==> src/verilog/ubwdc_consts.svh <==
// constants for the break and wide-data control block
// assumes inclusion by bare name from the top and break detector design files of the block
`ifndef UBWDC_CONSTS_SVH
`define UBWDC_CONSTS_SVH

// register offsets on the byte port
`define UBWDC_OFS_STATUS_TWO 3'h5
`define UBWDC_OFS_CONTROL_THREE 3'h6
`define UBWDC_OFS_DATA 3'h7

// control three field positions
`define UBWDC_C3_RX8_TX9 7
`define UBWDC_C3_RX9_TX8 6
`define UBWDC_C3_DIR 5
`define UBWDC_C3_TX_INVERT 4
`define UBWDC_C3_OVERRUN_IRQ_ENABLE 3
`define UBWDC_C3_NOISE_IRQ_ENABLE 2
`define UBWDC_C3_FRAMING_IRQ_ENABLE 1
`define UBWDC_C3_PARITY_IRQ_ENABLE 0
`define UBWDC_C3_RESET 8'h00

// status two field positions
`define UBWDC_S2_BRK_IRQ 7
`define UBWDC_S2_LONG_BRK 2
`define UBWDC_S2_BRK_DET_EN 1
`define UBWDC_S2_RX_ACTIVE 0
`define UBWDC_S2_RESET 8'h00

// break lengths in bit times
`define UBWDC_TX_BRK_SHORT 5'h0A
`define UBWDC_TX_BRK_LONG 5'h0D
`define UBWDC_DET_SHORT_0 5'h0A
`define UBWDC_DET_SHORT_1 5'h0B
`define UBWDC_DET_SHORT_2 5'h0C
`define UBWDC_DET_SHORT_3 5'h0D
`define UBWDC_DET_LONG_0 5'h0B
`define UBWDC_DET_LONG_1 5'h0C
`define UBWDC_DET_LONG_2 5'h0E
`define UBWDC_DET_LONG_3 5'h0F

`endif

==> src/verilog/ubwdc_pkg.sv <==
// types shared by the break and wide-data control block
// assumes nothing beyond a SystemVerilog compiler
package ubwdc_pkg;

  // data-format selects from the core control registers
  typedef struct packed {
    logic nine_bit_select;
    logic stop_bit_count_select;
    logic ten_bit_select;
  } ubwdc_fmt_t;

  // word handed to the transmit buffer
  typedef struct packed {
    logic load;
    logic [9:0] word;
  } ubwdc_tx_t;

  // transmit break sequencer
  typedef enum logic [1:0] {
    UBWDC_TX_IDLE = 2'b01,
    UBWDC_TX_BREAK = 2'b10
  } ubwdc_txst_t;

endpackage : ubwdc_pkg

==> src/verilog/ubwdc_top.sv <==
// break length, break detection, receiver activity and wide-data control
// assumes a baud core supplying bit ticks, receive events and the tx bit
// Function
// - Without long break, a sent break lasts 10 to 13 bit times by data format.
// - With long break, a sent break lasts 13 to 16 bit times by data format.
// - Long break never alters framing checks and should change only with tx off.
// - Without break detect enable, a break is seen after 10 to 13 bit times.
// - With break detect enable, a break is seen after 11, 12, 14 or 15 bit times.
// - While break detect is enabled, framing error and rx full flags cannot set.
// - Receiver active sets on a valid start bit and clears on an idle line.
// - In nine-bit mode rx bit 8 reads at control three bit 7, read before data.
// - In nine-bit mode a data write loads tx bit 8 from control three bit 6.
// - In ten-bit mode a data write loads tx bits 9 and 8 from control three.
// - In ten-bit mode rx bit 9 reads at control three bit 6, read before data.
// - Upper tx bits keep their values across data writes.
// - Control three holds upper bits, direction, inversion and four enables, reset 0.
// - A detected break with detect enabled sets a flag cleared by writing 1.
// - In single-wire mode the direction bit makes the tx pin input or output.
`timescale 1ns/1ns
`include "ubwdc_consts.svh"

module ubwdc_top #(
  parameter int CW = 5
) (
  // clock and reset
  input wire logic sys_clk,
  input wire logic sys_rst,
  // register port
  input wire logic [2:0] reg_addr,
  input wire logic [7:0] reg_wdata,
  input wire logic reg_wr,
  input wire logic reg_rd,
  output logic [7:0] reg_rdata,
  // core format and mode
  input wire ubwdc_pkg::ubwdc_fmt_t fmt,
  input wire logic tx_enable,
  input wire logic loopback_select,
  input wire logic receiver_source_select,
  input wire logic rx_invert,
  // baud timing
  input wire logic bit_tick,
  // receive events from the core shifter
  input wire logic rx_pin,
  input wire logic rx_start_seen,
  input wire logic rx_idle_seen,
  input wire logic rx_word_valid,
  input wire logic [9:0] rx_word,
  input wire logic rx_frame_err,
  // gated flag sets toward the core status
  output logic framing_error_flag_set,
  output logic rx_buffer_full_flag_set,
  output logic data_read_pulse,
  // transmit side
  input wire logic break_request,
  input wire logic tx_core_bit,
  output ubwdc_pkg::ubwdc_tx_t tx_buf,
  output logic break_active,
  output logic tx_pin_out,
  output logic tx_pin_oe,
  // interrupt enables toward the core
  output logic overrun_irq_enable,
  output logic noise_irq_enable,
  output logic framing_irq_enable,
  output logic parity_irq_enable
);

  // ************************************************************
  // elaboration check
  // ************************************************************
  if (CW < 5)
  begin : g_bad_cw
    $error("ubwdc_top: CW must hold a 16 bit-time count");
  end

  // ************************************************************
  // format decode
  // ************************************************************

  // 0: 8 data 1 stop, 1: one extra bit, 2: two extra, 3: ten-bit with 2 stop
  function automatic logic [1:0] fmt_index(input ubwdc_pkg::ubwdc_fmt_t f);
    if (f.ten_bit_select)
      fmt_index = f.stop_bit_count_select ? 2'h3 : 2'h2;
    else if (f.nine_bit_select && f.stop_bit_count_select)
      fmt_index = 2'h2;
    else if (f.nine_bit_select || f.stop_bit_count_select)
      fmt_index = 2'h1;
    else
      fmt_index = 2'h0;
  endfunction : fmt_index

  wire logic [1:0] fidx;
  assign fidx = fmt_index(fmt);

  // ************************************************************
  // registers
  // ************************************************************
  logic [7:0] ctl3_r;
  logic [1:0] rx_hi_r;
  logic [7:0] rx_lo_r;
  logic long_break_select_r;
  logic break_detect_enable_r;
  logic receiver_active_flag_r;
  logic break_detect_irq_flag_r;
  logic [7:0] rdata_r;
  ubwdc_pkg::ubwdc_tx_t tx_buf_r;

  wire logic wr_ctl3;
  wire logic wr_stat2;
  wire logic wr_data;
  wire logic rd_data;
  wire logic [7:0] ctl3_view;
  wire logic [7:0] stat2_view;
  wire logic [7:0] rd_mux;

  // address decode
  assign wr_ctl3 = reg_wr && (reg_addr == `UBWDC_OFS_CONTROL_THREE);
  assign wr_stat2 = reg_wr && (reg_addr == `UBWDC_OFS_STATUS_TWO);
  assign wr_data = reg_wr && (reg_addr == `UBWDC_OFS_DATA);
  assign rd_data = reg_rd && (reg_addr == `UBWDC_OFS_DATA);

  // control three read view: received upper bits replace the tx bits
  assign ctl3_view = {rx_hi_r[0], rx_hi_r[1], ctl3_r[5:0]};

  // status two read view, unused bits read zero
  assign stat2_view = {break_detect_irq_flag_r, 4'h0, long_break_select_r,
                       break_detect_enable_r, receiver_active_flag_r};

  // read select, unmapped offsets read zero
  assign rd_mux = (reg_addr == `UBWDC_OFS_CONTROL_THREE) ? ctl3_view :
                  (reg_addr == `UBWDC_OFS_STATUS_TWO) ? stat2_view :
                  (reg_addr == `UBWDC_OFS_DATA) ? rx_lo_r : 8'h00;

  // read data stands in the cycle after the strobe only
  always_ff @(posedge sys_clk or posedge sys_rst)
  begin
    if (sys_rst)
      rdata_r <= 8'h00;
    else
      rdata_r <= reg_rd ? rd_mux : 8'h00;
  end

  assign reg_rdata = rdata_r;
  assign data_read_pulse = rd_data;

  // control three storage; tx upper bits persist between data writes
  always_ff @(posedge sys_clk or posedge sys_rst)
  begin
    if (sys_rst)
      ctl3_r <= `UBWDC_C3_RESET;
    else if (wr_ctl3)
      ctl3_r <= reg_wdata;
  end

  assign overrun_irq_enable = ctl3_r[`UBWDC_C3_OVERRUN_IRQ_ENABLE];
  assign noise_irq_enable = ctl3_r[`UBWDC_C3_NOISE_IRQ_ENABLE];
  assign framing_irq_enable = ctl3_r[`UBWDC_C3_FRAMING_IRQ_ENABLE];
  assign parity_irq_enable = ctl3_r[`UBWDC_C3_PARITY_IRQ_ENABLE];

  // status two controls; long break is frozen while the transmitter runs
  always_ff @(posedge sys_clk or posedge sys_rst)
  begin
    if (sys_rst)
    begin
      long_break_select_r <= 1'b0;
      break_detect_enable_r <= 1'b0;
    end
    else if (wr_stat2)
    begin
      if (!tx_enable)
        long_break_select_r <= reg_wdata[`UBWDC_S2_LONG_BRK];
      break_detect_enable_r <= reg_wdata[`UBWDC_S2_BRK_DET_EN];
    end
  end

  // ************************************************************
  // transmit buffer load
  // ************************************************************
  wire logic [9:0] tx_word_nxt;

  // upper bits masked by the active data length
  assign tx_word_nxt = {ctl3_r[`UBWDC_C3_RX8_TX9] & fmt.ten_bit_select,
                        ctl3_r[`UBWDC_C3_RX9_TX8]
                          & (fmt.ten_bit_select | fmt.nine_bit_select),
                        reg_wdata};

  always_ff @(posedge sys_clk or posedge sys_rst)
  begin
    if (sys_rst)
      tx_buf_r <= '0;
    else
    begin
      tx_buf_r.load <= wr_data;
      if (wr_data)
        tx_buf_r.word <= tx_word_nxt;
    end
  end

  assign tx_buf = tx_buf_r;

  // ************************************************************
  // receive side
  // ************************************************************
  wire logic line_low;
  wire logic brk_found;
  wire logic [4:0] det_len;
  wire logic [4:0] det_short;
  wire logic [4:0] det_long;

  // line level after optional inversion
  assign line_low = (rx_pin ^ rx_invert) == 1'b0;

  // detection length tables
  assign det_short = (fidx == 2'h0) ? `UBWDC_DET_SHORT_0 :
                     (fidx == 2'h1) ? `UBWDC_DET_SHORT_1 :
                     (fidx == 2'h2) ? `UBWDC_DET_SHORT_2 : `UBWDC_DET_SHORT_3;
  assign det_long = (fidx == 2'h0) ? `UBWDC_DET_LONG_0 :
                    (fidx == 2'h1) ? `UBWDC_DET_LONG_1 :
                    (fidx == 2'h2) ? `UBWDC_DET_LONG_2 : `UBWDC_DET_LONG_3;
  assign det_len = break_detect_enable_r ? det_long : det_short;

  ubwdc_brk_det #(
    .CW(CW)
  ) u_brk_det (
    .sys_clk(sys_clk),
    .sys_rst(sys_rst),
    .bit_tick(bit_tick),
    .line_low(line_low),
    .det_len(CW'(det_len)),
    .found(brk_found)
  );

  // flag sets blocked while break detection is on; long break plays no part
  assign framing_error_flag_set = rx_frame_err && !break_detect_enable_r;
  assign rx_buffer_full_flag_set = rx_word_valid && !break_detect_enable_r;

  // receiver active: set wins over the idle clear
  always_ff @(posedge sys_clk or posedge sys_rst)
  begin
    if (sys_rst)
      receiver_active_flag_r <= 1'b0;
    else if (rx_start_seen)
      receiver_active_flag_r <= 1'b1;
    else if (rx_idle_seen)
      receiver_active_flag_r <= 1'b0;
  end

  // break flag: set by detection, cleared by writing one, set wins
  always_ff @(posedge sys_clk or posedge sys_rst)
  begin
    if (sys_rst)
      break_detect_irq_flag_r <= 1'b0;
    else if (brk_found && break_detect_enable_r)
      break_detect_irq_flag_r <= 1'b1;
    else if (wr_stat2 && reg_wdata[`UBWDC_S2_BRK_IRQ])
      break_detect_irq_flag_r <= 1'b0;
  end

  // received word capture; upper bits land in control three read view
  always_ff @(posedge sys_clk or posedge sys_rst)
  begin
    if (sys_rst)
    begin
      rx_lo_r <= 8'h00;
      rx_hi_r <= 2'h0;
    end
    else if (rx_buffer_full_flag_set)
    begin
      rx_lo_r <= rx_word[7:0];
      rx_hi_r <= {rx_word[9] & fmt.ten_bit_select, rx_word[8]};
    end
  end

  // ************************************************************
  // transmit break sequencer
  // ************************************************************
  ubwdc_pkg::ubwdc_txst_t txst_r;
  ubwdc_pkg::ubwdc_txst_t txst_nxt;
  logic [4:0] brk_cnt_r;
  logic [4:0] brk_cnt_nxt;
  wire logic [4:0] brk_len;
  wire logic brk_done;

  // base length plus the format index
  assign brk_len = (long_break_select_r ? `UBWDC_TX_BRK_LONG : `UBWDC_TX_BRK_SHORT)
                   + {3'h0, fidx};
  assign brk_cnt_nxt = brk_cnt_r + 5'h01;
  assign brk_done = bit_tick && (brk_cnt_nxt == brk_len);

  // next state
  always_comb
  begin
    txst_nxt = txst_r;
    unique case (txst_r)
      ubwdc_pkg::UBWDC_TX_IDLE:
        if (break_request && tx_enable)
          txst_nxt = ubwdc_pkg::UBWDC_TX_BREAK;
      ubwdc_pkg::UBWDC_TX_BREAK:
        if (brk_done || !tx_enable)
          txst_nxt = ubwdc_pkg::UBWDC_TX_IDLE;
      default:
        txst_nxt = ubwdc_pkg::UBWDC_TX_IDLE;
    endcase
  end

  // state and bit-time counter
  always_ff @(posedge sys_clk or posedge sys_rst)
  begin
    if (sys_rst)
    begin
      txst_r <= ubwdc_pkg::UBWDC_TX_IDLE;
      brk_cnt_r <= 5'h00;
    end
    else
    begin
      txst_r <= txst_nxt;
      if (txst_r != ubwdc_pkg::UBWDC_TX_BREAK)
        brk_cnt_r <= 5'h00;
      else if (bit_tick)
        brk_cnt_r <= brk_cnt_nxt;
    end
  end

  assign break_active = (txst_r == ubwdc_pkg::UBWDC_TX_BREAK);

  // ************************************************************
  // transmit pin
  // ************************************************************
  wire logic single_wire;

  // break forces space before inversion
  assign tx_pin_out = (break_active ? 1'b0 : tx_core_bit) ^ ctl3_r[`UBWDC_C3_TX_INVERT];
  assign single_wire = loopback_select && receiver_source_select;
  assign tx_pin_oe = single_wire ? ctl3_r[`UBWDC_C3_DIR] : 1'b1;

  // ************************************************************
  // checks
  // ************************************************************
  logic [4:0] low_ticks_r;

  // bit ticks spent in the current break, for the length checks
  always_ff @(posedge sys_clk or posedge sys_rst)
  begin
    if (sys_rst)
      low_ticks_r <= 5'h00;
    else if (!break_active)
      low_ticks_r <= 5'h00;
    else if (bit_tick)
      low_ticks_r <= low_ticks_r + 5'h01;
  end

  a_brk_short_len: assert property (@(posedge sys_clk) disable iff (sys_rst)
    $fell(break_active) && tx_enable && !long_break_select_r
      |-> low_ticks_r == `UBWDC_TX_BRK_SHORT + {3'h0, fidx})
    else $error("short break length wrong");

  a_brk_long_len: assert property (@(posedge sys_clk) disable iff (sys_rst)
    $fell(break_active) && tx_enable && long_break_select_r
      |-> low_ticks_r == `UBWDC_TX_BRK_LONG + {3'h0, fidx})
    else $error("long break length wrong");

  a_lbs_frozen: assert property (@(posedge sys_clk) disable iff (sys_rst)
    tx_enable && $past(tx_enable) |-> $stable(long_break_select_r))
    else $error("long break select moved with transmitter on");

  a_det_len_sel: assert property (@(posedge sys_clk) disable iff (sys_rst)
    det_len == (break_detect_enable_r ? det_long : det_short)
      && det_long > det_short - 5'h01)
    else $error("detection length selection wrong");

  a_flags_blocked: assert property (@(posedge sys_clk) disable iff (sys_rst)
    break_detect_enable_r |-> !framing_error_flag_set && !rx_buffer_full_flag_set)
    else $error("flag set while break detection enabled");

  a_rx_active_set: assert property (@(posedge sys_clk) disable iff (sys_rst)
    rx_start_seen |=> receiver_active_flag_r)
    else $error("receiver active not set on start");

  a_rx_active_clr: assert property (@(posedge sys_clk) disable iff (sys_rst)
    rx_idle_seen && !rx_start_seen |=> !receiver_active_flag_r)
    else $error("receiver active not cleared on idle");

  a_tx_word_load: assert property (@(posedge sys_clk) disable iff (sys_rst)
    wr_data |=> tx_buf.load && tx_buf.word[7:0] == $past(reg_wdata)
      && tx_buf.word[8] == ($past(ctl3_r[6]) && ($past(fmt.nine_bit_select)
      || $past(fmt.ten_bit_select))))
    else $error("transmit word not loaded from data and upper bits");

  a_rx_hi_view: assert property (@(posedge sys_clk) disable iff (sys_rst)
    rx_buffer_full_flag_set |=> ctl3_view[7] == $past(rx_word[8]))
    else $error("received bit 8 not shown in control three");

  a_brk_flag_set: assert property (@(posedge sys_clk) disable iff (sys_rst)
    brk_found && break_detect_enable_r |=> break_detect_irq_flag_r)
    else $error("break flag not set");

  a_single_wire_dir: assert property (@(posedge sys_clk) disable iff (sys_rst)
    single_wire |-> tx_pin_oe == ctl3_r[`UBWDC_C3_DIR])
    else $error("single-wire direction not honoured");

  c_tx_break: cover property (@(posedge sys_clk) disable iff (sys_rst)
    $fell(break_active) && tx_enable);
  c_break_found: cover property (@(posedge sys_clk) disable iff (sys_rst)
    brk_found && break_detect_enable_r);
  c_nine_bit_load: cover property (@(posedge sys_clk) disable iff (sys_rst)
    wr_data && fmt.nine_bit_select);
  c_flag_clear: cover property (@(posedge sys_clk) disable iff (sys_rst)
    break_detect_irq_flag_r ##1 !break_detect_irq_flag_r);

endmodule : ubwdc_top

==> src/verilog/ubwdc_brk_det.sv <==
// break detector: counts bit times while the receive line is low
// assumes bit_tick pulses once per bit time, phased to the start bit
`timescale 1ns/1ns
`include "ubwdc_consts.svh"

module ubwdc_brk_det #(
  parameter int CW = 5
) (
  // clock and reset
  input wire logic sys_clk,
  input wire logic sys_rst,
  // line and timing
  input wire logic bit_tick,
  input wire logic line_low,
  input wire logic [CW-1:0] det_len,
  // result
  output logic found
);

  // ************************************************************
  // elaboration check
  // ************************************************************
  if (CW < 4)
  begin : g_bad_cw
    $error("ubwdc_brk_det: CW too small for break lengths");
  end

  logic [CW-1:0] cnt_r;
  logic [CW-1:0] cnt_nxt;
  logic armed_r;
  logic found_r;
  wire logic reach;

  // one count per low bit time; disarm after a hit until the line idles
  assign cnt_nxt = cnt_r + CW'(1);
  assign reach = line_low && armed_r && bit_tick && (cnt_nxt == det_len);
  assign found = found_r;

  // counter runs from the start bit, cleared by any high level
  always_ff @(posedge sys_clk or posedge sys_rst)
  begin
    if (sys_rst)
    begin
      cnt_r <= '0;
      armed_r <= 1'b1;
      found_r <= 1'b0;
    end
    else
    begin
      found_r <= reach;
      if (!line_low)
      begin
        cnt_r <= '0;
        armed_r <= 1'b1;
      end
      else if (bit_tick && armed_r)
      begin
        cnt_r <= reach ? '0 : cnt_nxt;
        armed_r <= !reach;
      end
    end
  end

  a_det_clear_high: assert property (@(posedge sys_clk) disable iff (sys_rst)
    !line_low |=> cnt_r == '0)
    else $error("break counter not cleared by high line");

endmodule : ubwdc_brk_det

==> config.mk <==
export PLATFORM = sky130hd
export DESIGN_NAME = ubwdc_top
export DESIGN_NICKNAME = d
export VERILOG_FILES = /design/src/verilog/ubwdc_pkg.sv /design/src/verilog/ubwdc_top.sv /design/src/verilog/ubwdc_brk_det.sv
export VERILOG_INCLUDE_DIRS = /design/src /design/src/verilog
export SDC_FILE = /design/constraint.sdc
export NUM_CORES = 1
export LEC_CHECK = 0
export ABC_AREA = 1
export BUFFER_PORTS_ARGS = -buffer_cell sky130_fd_sc_hd__buf_2
export CORE_UTILIZATION = 40
export CTS_BUF_LIST = sky130_fd_sc_hd__clkbuf_4
export DETAILED_ROUTE_END_ITERATION = 12
export GPL_TIMING_DRIVEN = 1
export HOLD_SLACK_MARGIN = 0.15
export PLACE_DENSITY = 0.66
export SLEW_MARGIN = 20
export SYNTH_ARGS = -nofsm -noshare
export SYNTH_HDL_FRONTEND = slang
export SYNTH_HIERARCHICAL = 1
export SYNTH_SLANG_ARGS = --single-unit
==> constraint.sdc <==
create_clock -name sys_clk -period 3.2 [get_ports sys_clk]
set_clock_uncertainty 0.05 [all_clocks]
set_input_delay 0.48 -clock sys_clk [delete_from_list [all_inputs] [get_ports sys_clk]]
set_output_delay 0.48 -clock sys_clk [all_outputs]
set_load 0.03 [all_outputs]
==> results of run 1 <==
## metal layers
layer  track usage  vias to the layer above
li1              -                     1205
met1         0.240                     1081
met2         0.299                       50
met3        0.0352                        7
met4        0.0500                        0
met5             0                        -
## registers in the layout, indices dropped and copies added (netlist names), 2 cells and up
| register | count |
|---|---|
| tx_buf | 11 |
| ctl3_r | 8 |
| reg_rdata | 8 |
| rx_lo_r | 8 |
| brk_cnt_r | 5 |
| u_brk_det/cnt_r | 5 |
| rx_hi_r | 2 |
| txst_r | 2 |
## what timing repair did
action / 4_1_cts / 5_1_grt
hold buffers: 1 / 0
endpoints found under the hold margin: 6 / 0
setup endpoints to repair: 0 / 0
## power by group
group	internal, W	switching [W]	total [W]
clock network	0.0000980	0.000230	0.000328
logic	0.000159	0.000297	0.000456
registers	0.000790	0.0000739	0.000864
## synthesized netlist by cell type (all sizes together), types with 3 or more instances
cell,number
nand3,16
dfrtp,53
o22ai,3
ha,9
nor2,29
o21ai,24
xnor2,3
a32o,4
nand4,6
buf,4
nand2,111
inv,46
a21oi,11
## logic make-up (layout without fill, tap and decap cells)
kind of cell	after synthesis	count (layout)	share of synthesized area
AOI/OAI and AO/OA	47	47	0.107
xor gates and xnor gates	5	5	0.0154
adders and majority gates	10	10	0.0465
buffers and inverters	51	124	0.0759
DFF	55	55	0.484
other	2	4	0.00263
and+or+nand+nor	164	164	0.269
## path summary, 6_finish.rpt
check / startpoint / end / slack, ns
hold reg to reg: tx_buf[1]$_DFFE_PP0P_ / tx_buf[1]$_DFFE_PP0P_ / 0.45
hold / removal: rx_idle_seen / receiver_active_flag_r$_DFFE_PP0P_ / 0.20
setup reg to reg: long_break_select_r$_DFFE_PP0P_ / txst_r[1]$_DFFE_PP0P_ / 1.18
setup / recovery: break_detect_enable_r$_DFFE_PP0P_ / rx_buffer_full_flag_set / 0.63
max in group asynchronous: sys_rst / break_detect_irq_flag_r$_DFFE_PP0P_ / 1.91
min in group asynchronous: sys_rst / u_brk_det/cnt_r[2]$_DFFE_PP0P_ / 0.50
## per-stage QoR
| step | hold WS, ns | std cells | utilization | total power (W) |
|---|---|---|---|---|
| final | 0.201 | 505 | 0.491 | 0.00165 |
| after global routing | 0.173 | 505 | 0.491 | 0.00176 |
| after CTS | 0.191 | 505 | 0.491 | 0.00167 |
| after detailed placement | 0.391 | 496 | 0.481 | 0.00134 |
| after global placement | 0.387 | 496 | 0.481 | 0.00132 |
| after floorplan | 0.233 | 336 | - | 0.00119 |
## final cells by class
class | count | area share
sequential | 55 | 0.411
clock buffer | 6 | 0.0134
tap | 96 | 0.0358
clock inverter | 2 | 0.00485
inverter | 47 | 0.0544
timing repair buffer | 69 | 0.104
multi-input combinational | 230 | 0.376
## critical path, stage by stage (launching register included)
cell and delay, ns:
dfrtp_1 0.49, inv_1 0.14, nand2_1 0.35, clkinv_1 0.38, buf_2 0.29
==> qor.yml, run 1 <==
synth_area_leaders: "dfrtp_1 (47%), nand2_1 (14%), inv_1 (5.4%), ha_1 (4.0%), nor2_1 (2.8%)"
status: "complete, no violations"
drtAntennaViolNets: 0
grt_setup_unrepaired: "no"
max_freq_mhz: 390
drtPass1Iterations: 4
wl_per_cell_um: 12.1
p_leak_nw: 1.82
syn_area_mm2: 0.00285
cts_sinks: 55
diodes: 0
ff_latch_area_mm2: 0.00138
fin_area_mm2: 0.00336
tightest_slew_ns: 0.808
wl_met1_mm: 2.83
die_h_um: 86.4
ir_worst_vdd_mv: 0.288
viasPerCell: 4.64
multi_input_area_mm2: 0.00126
async_reset_ff_frac: 1.00
drtIter0Drc: 107
grt.overflow.total: 0
syn_to_final_growth_pct: 17.7
cts_root_buf: "clkbuf_4"
yosysWarnings: 6
fin_nets: 458
clk_pin_slew_ns: 0.16
r2r.worst_path.cells: 11
ys_seq_area_frac: 0.484
grt_pass1_vias: 2258
slew_violations: 0
worstSkewPairLatency_ns: 0.39
netlist.top_cell.by_area: "dfrtp_1"
syn-instance-count: 334
place_congestion: 0.757
place_hpwl_mm: 4.63
h-tree-depth: 2
drive_above_1_share: 0.262
startpoint_type: "register"
preCtsSetupSlack_ns: 0.428
top_layer: "met4"
max_cap_violations: 0
synth_cell_types: 34
cts_buffer_depth: 2
cts_tree: "done"
synth-edff-count: 0
ys_ff_latch: 55
fp.dieArea_mm2: 0.00747
grt_antenna_before_repair: 0
synth_top_area_share: 0.465
min_path_cells: 2
cts-resized-gates: 0
post_dp_cell_area_mm2: 0.00328
crit_arrival_ns: 2.04
postCtsSetupRepairBufs: 0
n_fill_cell: 689
hold_path.class: "in -> reg"
wl_met2_mm: 2.91
syn_avg_cell_area_um2: 8.53
final_cell_mix: "nand2_1 (107), buf_2 (68), dfrtp_1 (53), inv_1 (40), nor2_1 (21)"
cts_buffers: 5
io_pins: 69
setup_viol: 0
hold_viol: 0
critical_path.max_fanout: 12
max-slew-margin-rel: 0.461
die_w_um: 86.4
met3_wirelength_um: 294
grt_first_pass_wirelength_mm: 10.5
vias: 2343
crit_path_end_kind: "primary output"
wl_mm: 6.10
layout_setup_ws_ns: 0.635
power_density_mw_per_mm2: 491
core_area_mm2: 0.00683
grt_max_degree: 49
required_ns: 2.67
critPathKind: "reg -> out"
finalSetupTns_ns: 0
drc: 0
start_util: 0.417
io_buffers: 68
std_cell_rows: 30
final_common_cell: "nand2_1"
track_usage: 0.180
layout_min_cycle_time_ns: 2.57
layout_worst_path_cycle_share: 0.802
synth_flop_cell: "dfrtp_1"
Note: power is estimated with default switching activity, not from simulation.
==> run 2, diff against run 1 <==
Settings changed: PLACE_DENSITY 0.66 to 0.68.
Clock period 3.2 ns to 2.25 ns, I/O delays scaled along.
==> run 2 against run 1 <==
  * Power rose by 52%
  * Clock power up 74%
  * Register-to-register slack got worse by 0.81 ns
  * Combinational power increased by 56%
  * Flip-flop and latch count stayed put
  * Global-route usage rose by 0.45 points
  * Non-clock buffer count increased by 26
  * Wire length up 3.7%
  * Cell area increased by 8.2%
  * Core utilization is 4.0 points higher
  * Largest power group unchanged
  * First-iteration DRC count decreased by 5.6%
  * Sequential power increased by 41%
==> qor.yml, run 2 (synthesis results as in run 1) <==
worstReg2RegStart: "long_break_select_r$_DFFE_PP0P_"
io_buffers: 68
drive_above_1_share: 0.264
place_hpwl_mm: 4.66
grt_first_pass_wirelength_mm: 10.8
cts_root_buf: "clkbuf_4"
track_usage: 0.184
largest_register_ffs: 11
max_cap_violations: 0
layout_setup_ws_ns: 0.198
grt_antenna_before_repair: 0
hold_viol: 0
hold_buffers: 19
grt.overflow.total: 0
power_density_mw_per_mm2: 690
fin_nets: 484
hold_path.class: "in -> reg"
fp.dieArea_mm2: 0.00747
start_util: 0.417
r2r_setup_slack_ns: 0.37
postCtsSetupRepairBufs: 0
drtPass1Iterations: 4
diodes: 0
ir_worst_vdd_mv: 0.447
syn_to_final_growth_pct: 27.3
cts_sinks: 55
r2r.worst_path.cells: 10
p_leak_nw: 1.95
cts_buffers: 5
critPathKind: "in -> reg"
final_common_cell: "nand2_1"
grt_pass1_vias: 2372
core_area_mm2: 0.00683
io_pins: 69
slew_violations: 0
clk_pin_slew_ns: 0.15
status: "complete, no violations"
min_path_cells: 4
max_freq_mhz: 487
die_w_um: 86.4
required_ns: 2.47
place_congestion: 0.851
cts-resized-gates: 0
wl_mm: 6.33
crit_arrival_ns: 2.27
vias: 2466
grt_setup_unrepaired: "no"
drtAntennaViolNets: 0
cts_tree: "done"
crit_path_end_kind: "register"
drtIter0Drc: 101
r2r-end: "txst_r[1]$_DFFE_PP0P_"
layout_min_cycle_time_ns: 2.05
die_h_um: 86.4
cts_buffer_depth: 2
final_cell_mix: "nand2_1 (107), buf_2 (68), dfrtp_1 (53), inv_1 (40), nor2_1 (21)"
hold_end: "txst_r[0]$_DFFE_PP1P_"
setup.worst_path.start: "fmt[1]"
hold_ws_ns: 0.207
critical_path.max_fanout: 2
drc: 0
preCtsSetupSlack_ns: -0.203
wl_per_cell_um: 11.9
layout_worst_path_cycle_share: 0.912
h-tree-depth: 2
setup_viol: 0
viasPerCell: 4.64
worstSkewPairLatency_ns: 0.38
std_cell_rows: 30
startpoint_type: "primary input"
min_from: "break_request"
grt_max_degree: 49
[run 2: power by group]
| group | switching, W | internal [W] | total [W] |
|---|---|---|---|
| Clock | 0.000320 | 0.000251 | 0.000572 |
| Sequential | 0.0000977 | 0.00112 | 0.00122 |
| Combinational | 0.000442 | 0.000269 | 0.000711 |
[run 2: stage by stage]
stage | cells | TNS (ns) | cell area, µm² | power [W] | utilization
2_1_floorplan | 336 | 0 | 2860 | 0.00170 | -
3_3_place_gp | 504 | -0.832 | 3360 | 0.00191 | 0.491
3_5_place_dp | 504 | -1.67 | 3360 | 0.00193 | 0.491
4_1_cts | 531 | 0 | 3630 | 0.00252 | 0.531
5_1_grt | 531 | 0 | 3630 | 0.00266 | 0.531
6_report | 531 | 0 | 3630 | 0.00250 | 0.531
[run 2: how the worst max path moves through the flow]
| stage | endpoint | slack, ns | cells after the start |
|---|---|---|---|
| after floorplan | txst_r[1]$_DFFE_PP0P_ | 0.04 | 12 |
| after global placement | txst_r[1]$_DFFE_PP0P_ | -0.16 | 13 |
| after detailed placement | txst_r[1]$_DFFE_PP0P_ | -0.20 | 13 |
| after CTS | txst_r[1]$_DFFE_PP0P_ | 0.20 | 13 |
| after global routing | txst_r[0]$_DFFE_PP1P_ | 0.02 | 14 |
| final | txst_r[1]$_DFFE_PP0P_ | 0.20 | 13 |
[run 2: critical path, stage by stage]
cell and delay, ns:
buf_2 0.11, ha_1 0.28, o21ai_1 0.21, inv_1 0.09, ha_1 0.20, inv_1 0.07, fa_1 0.42, xor2_1 0.16
nand2_1 0.06, nor2_1 0.10, nand2_1 0.05, nor2_1 0.11, o21ai_0 0.09
[run 2: layout make-up]
type	instances	area [µm²]
Clock buffer	6	45.0
Clock inverter	2	38.8
Fill cell	681	3200
Inverter	47	181
Multi-Input combinational cell	230	1260
Sequential cell	55	1380
Tap cell	96	120
Timing Repair Buffer	95	603
[run 2: metal layers]
| layer | GRT usage | vias up | share of wire |
|---|---|---|---|
| met5 | 0 | - | 0 |
| li1 | - | 1258 | - |
| met3 | 0.0429 | 6 | 0.058 |
| met2 | 0.287 | 71 | 0.46 |
| met1 | 0.260 | 1131 | 0.48 |
| met4 | 0.0455 | 0 | 0.0082 |
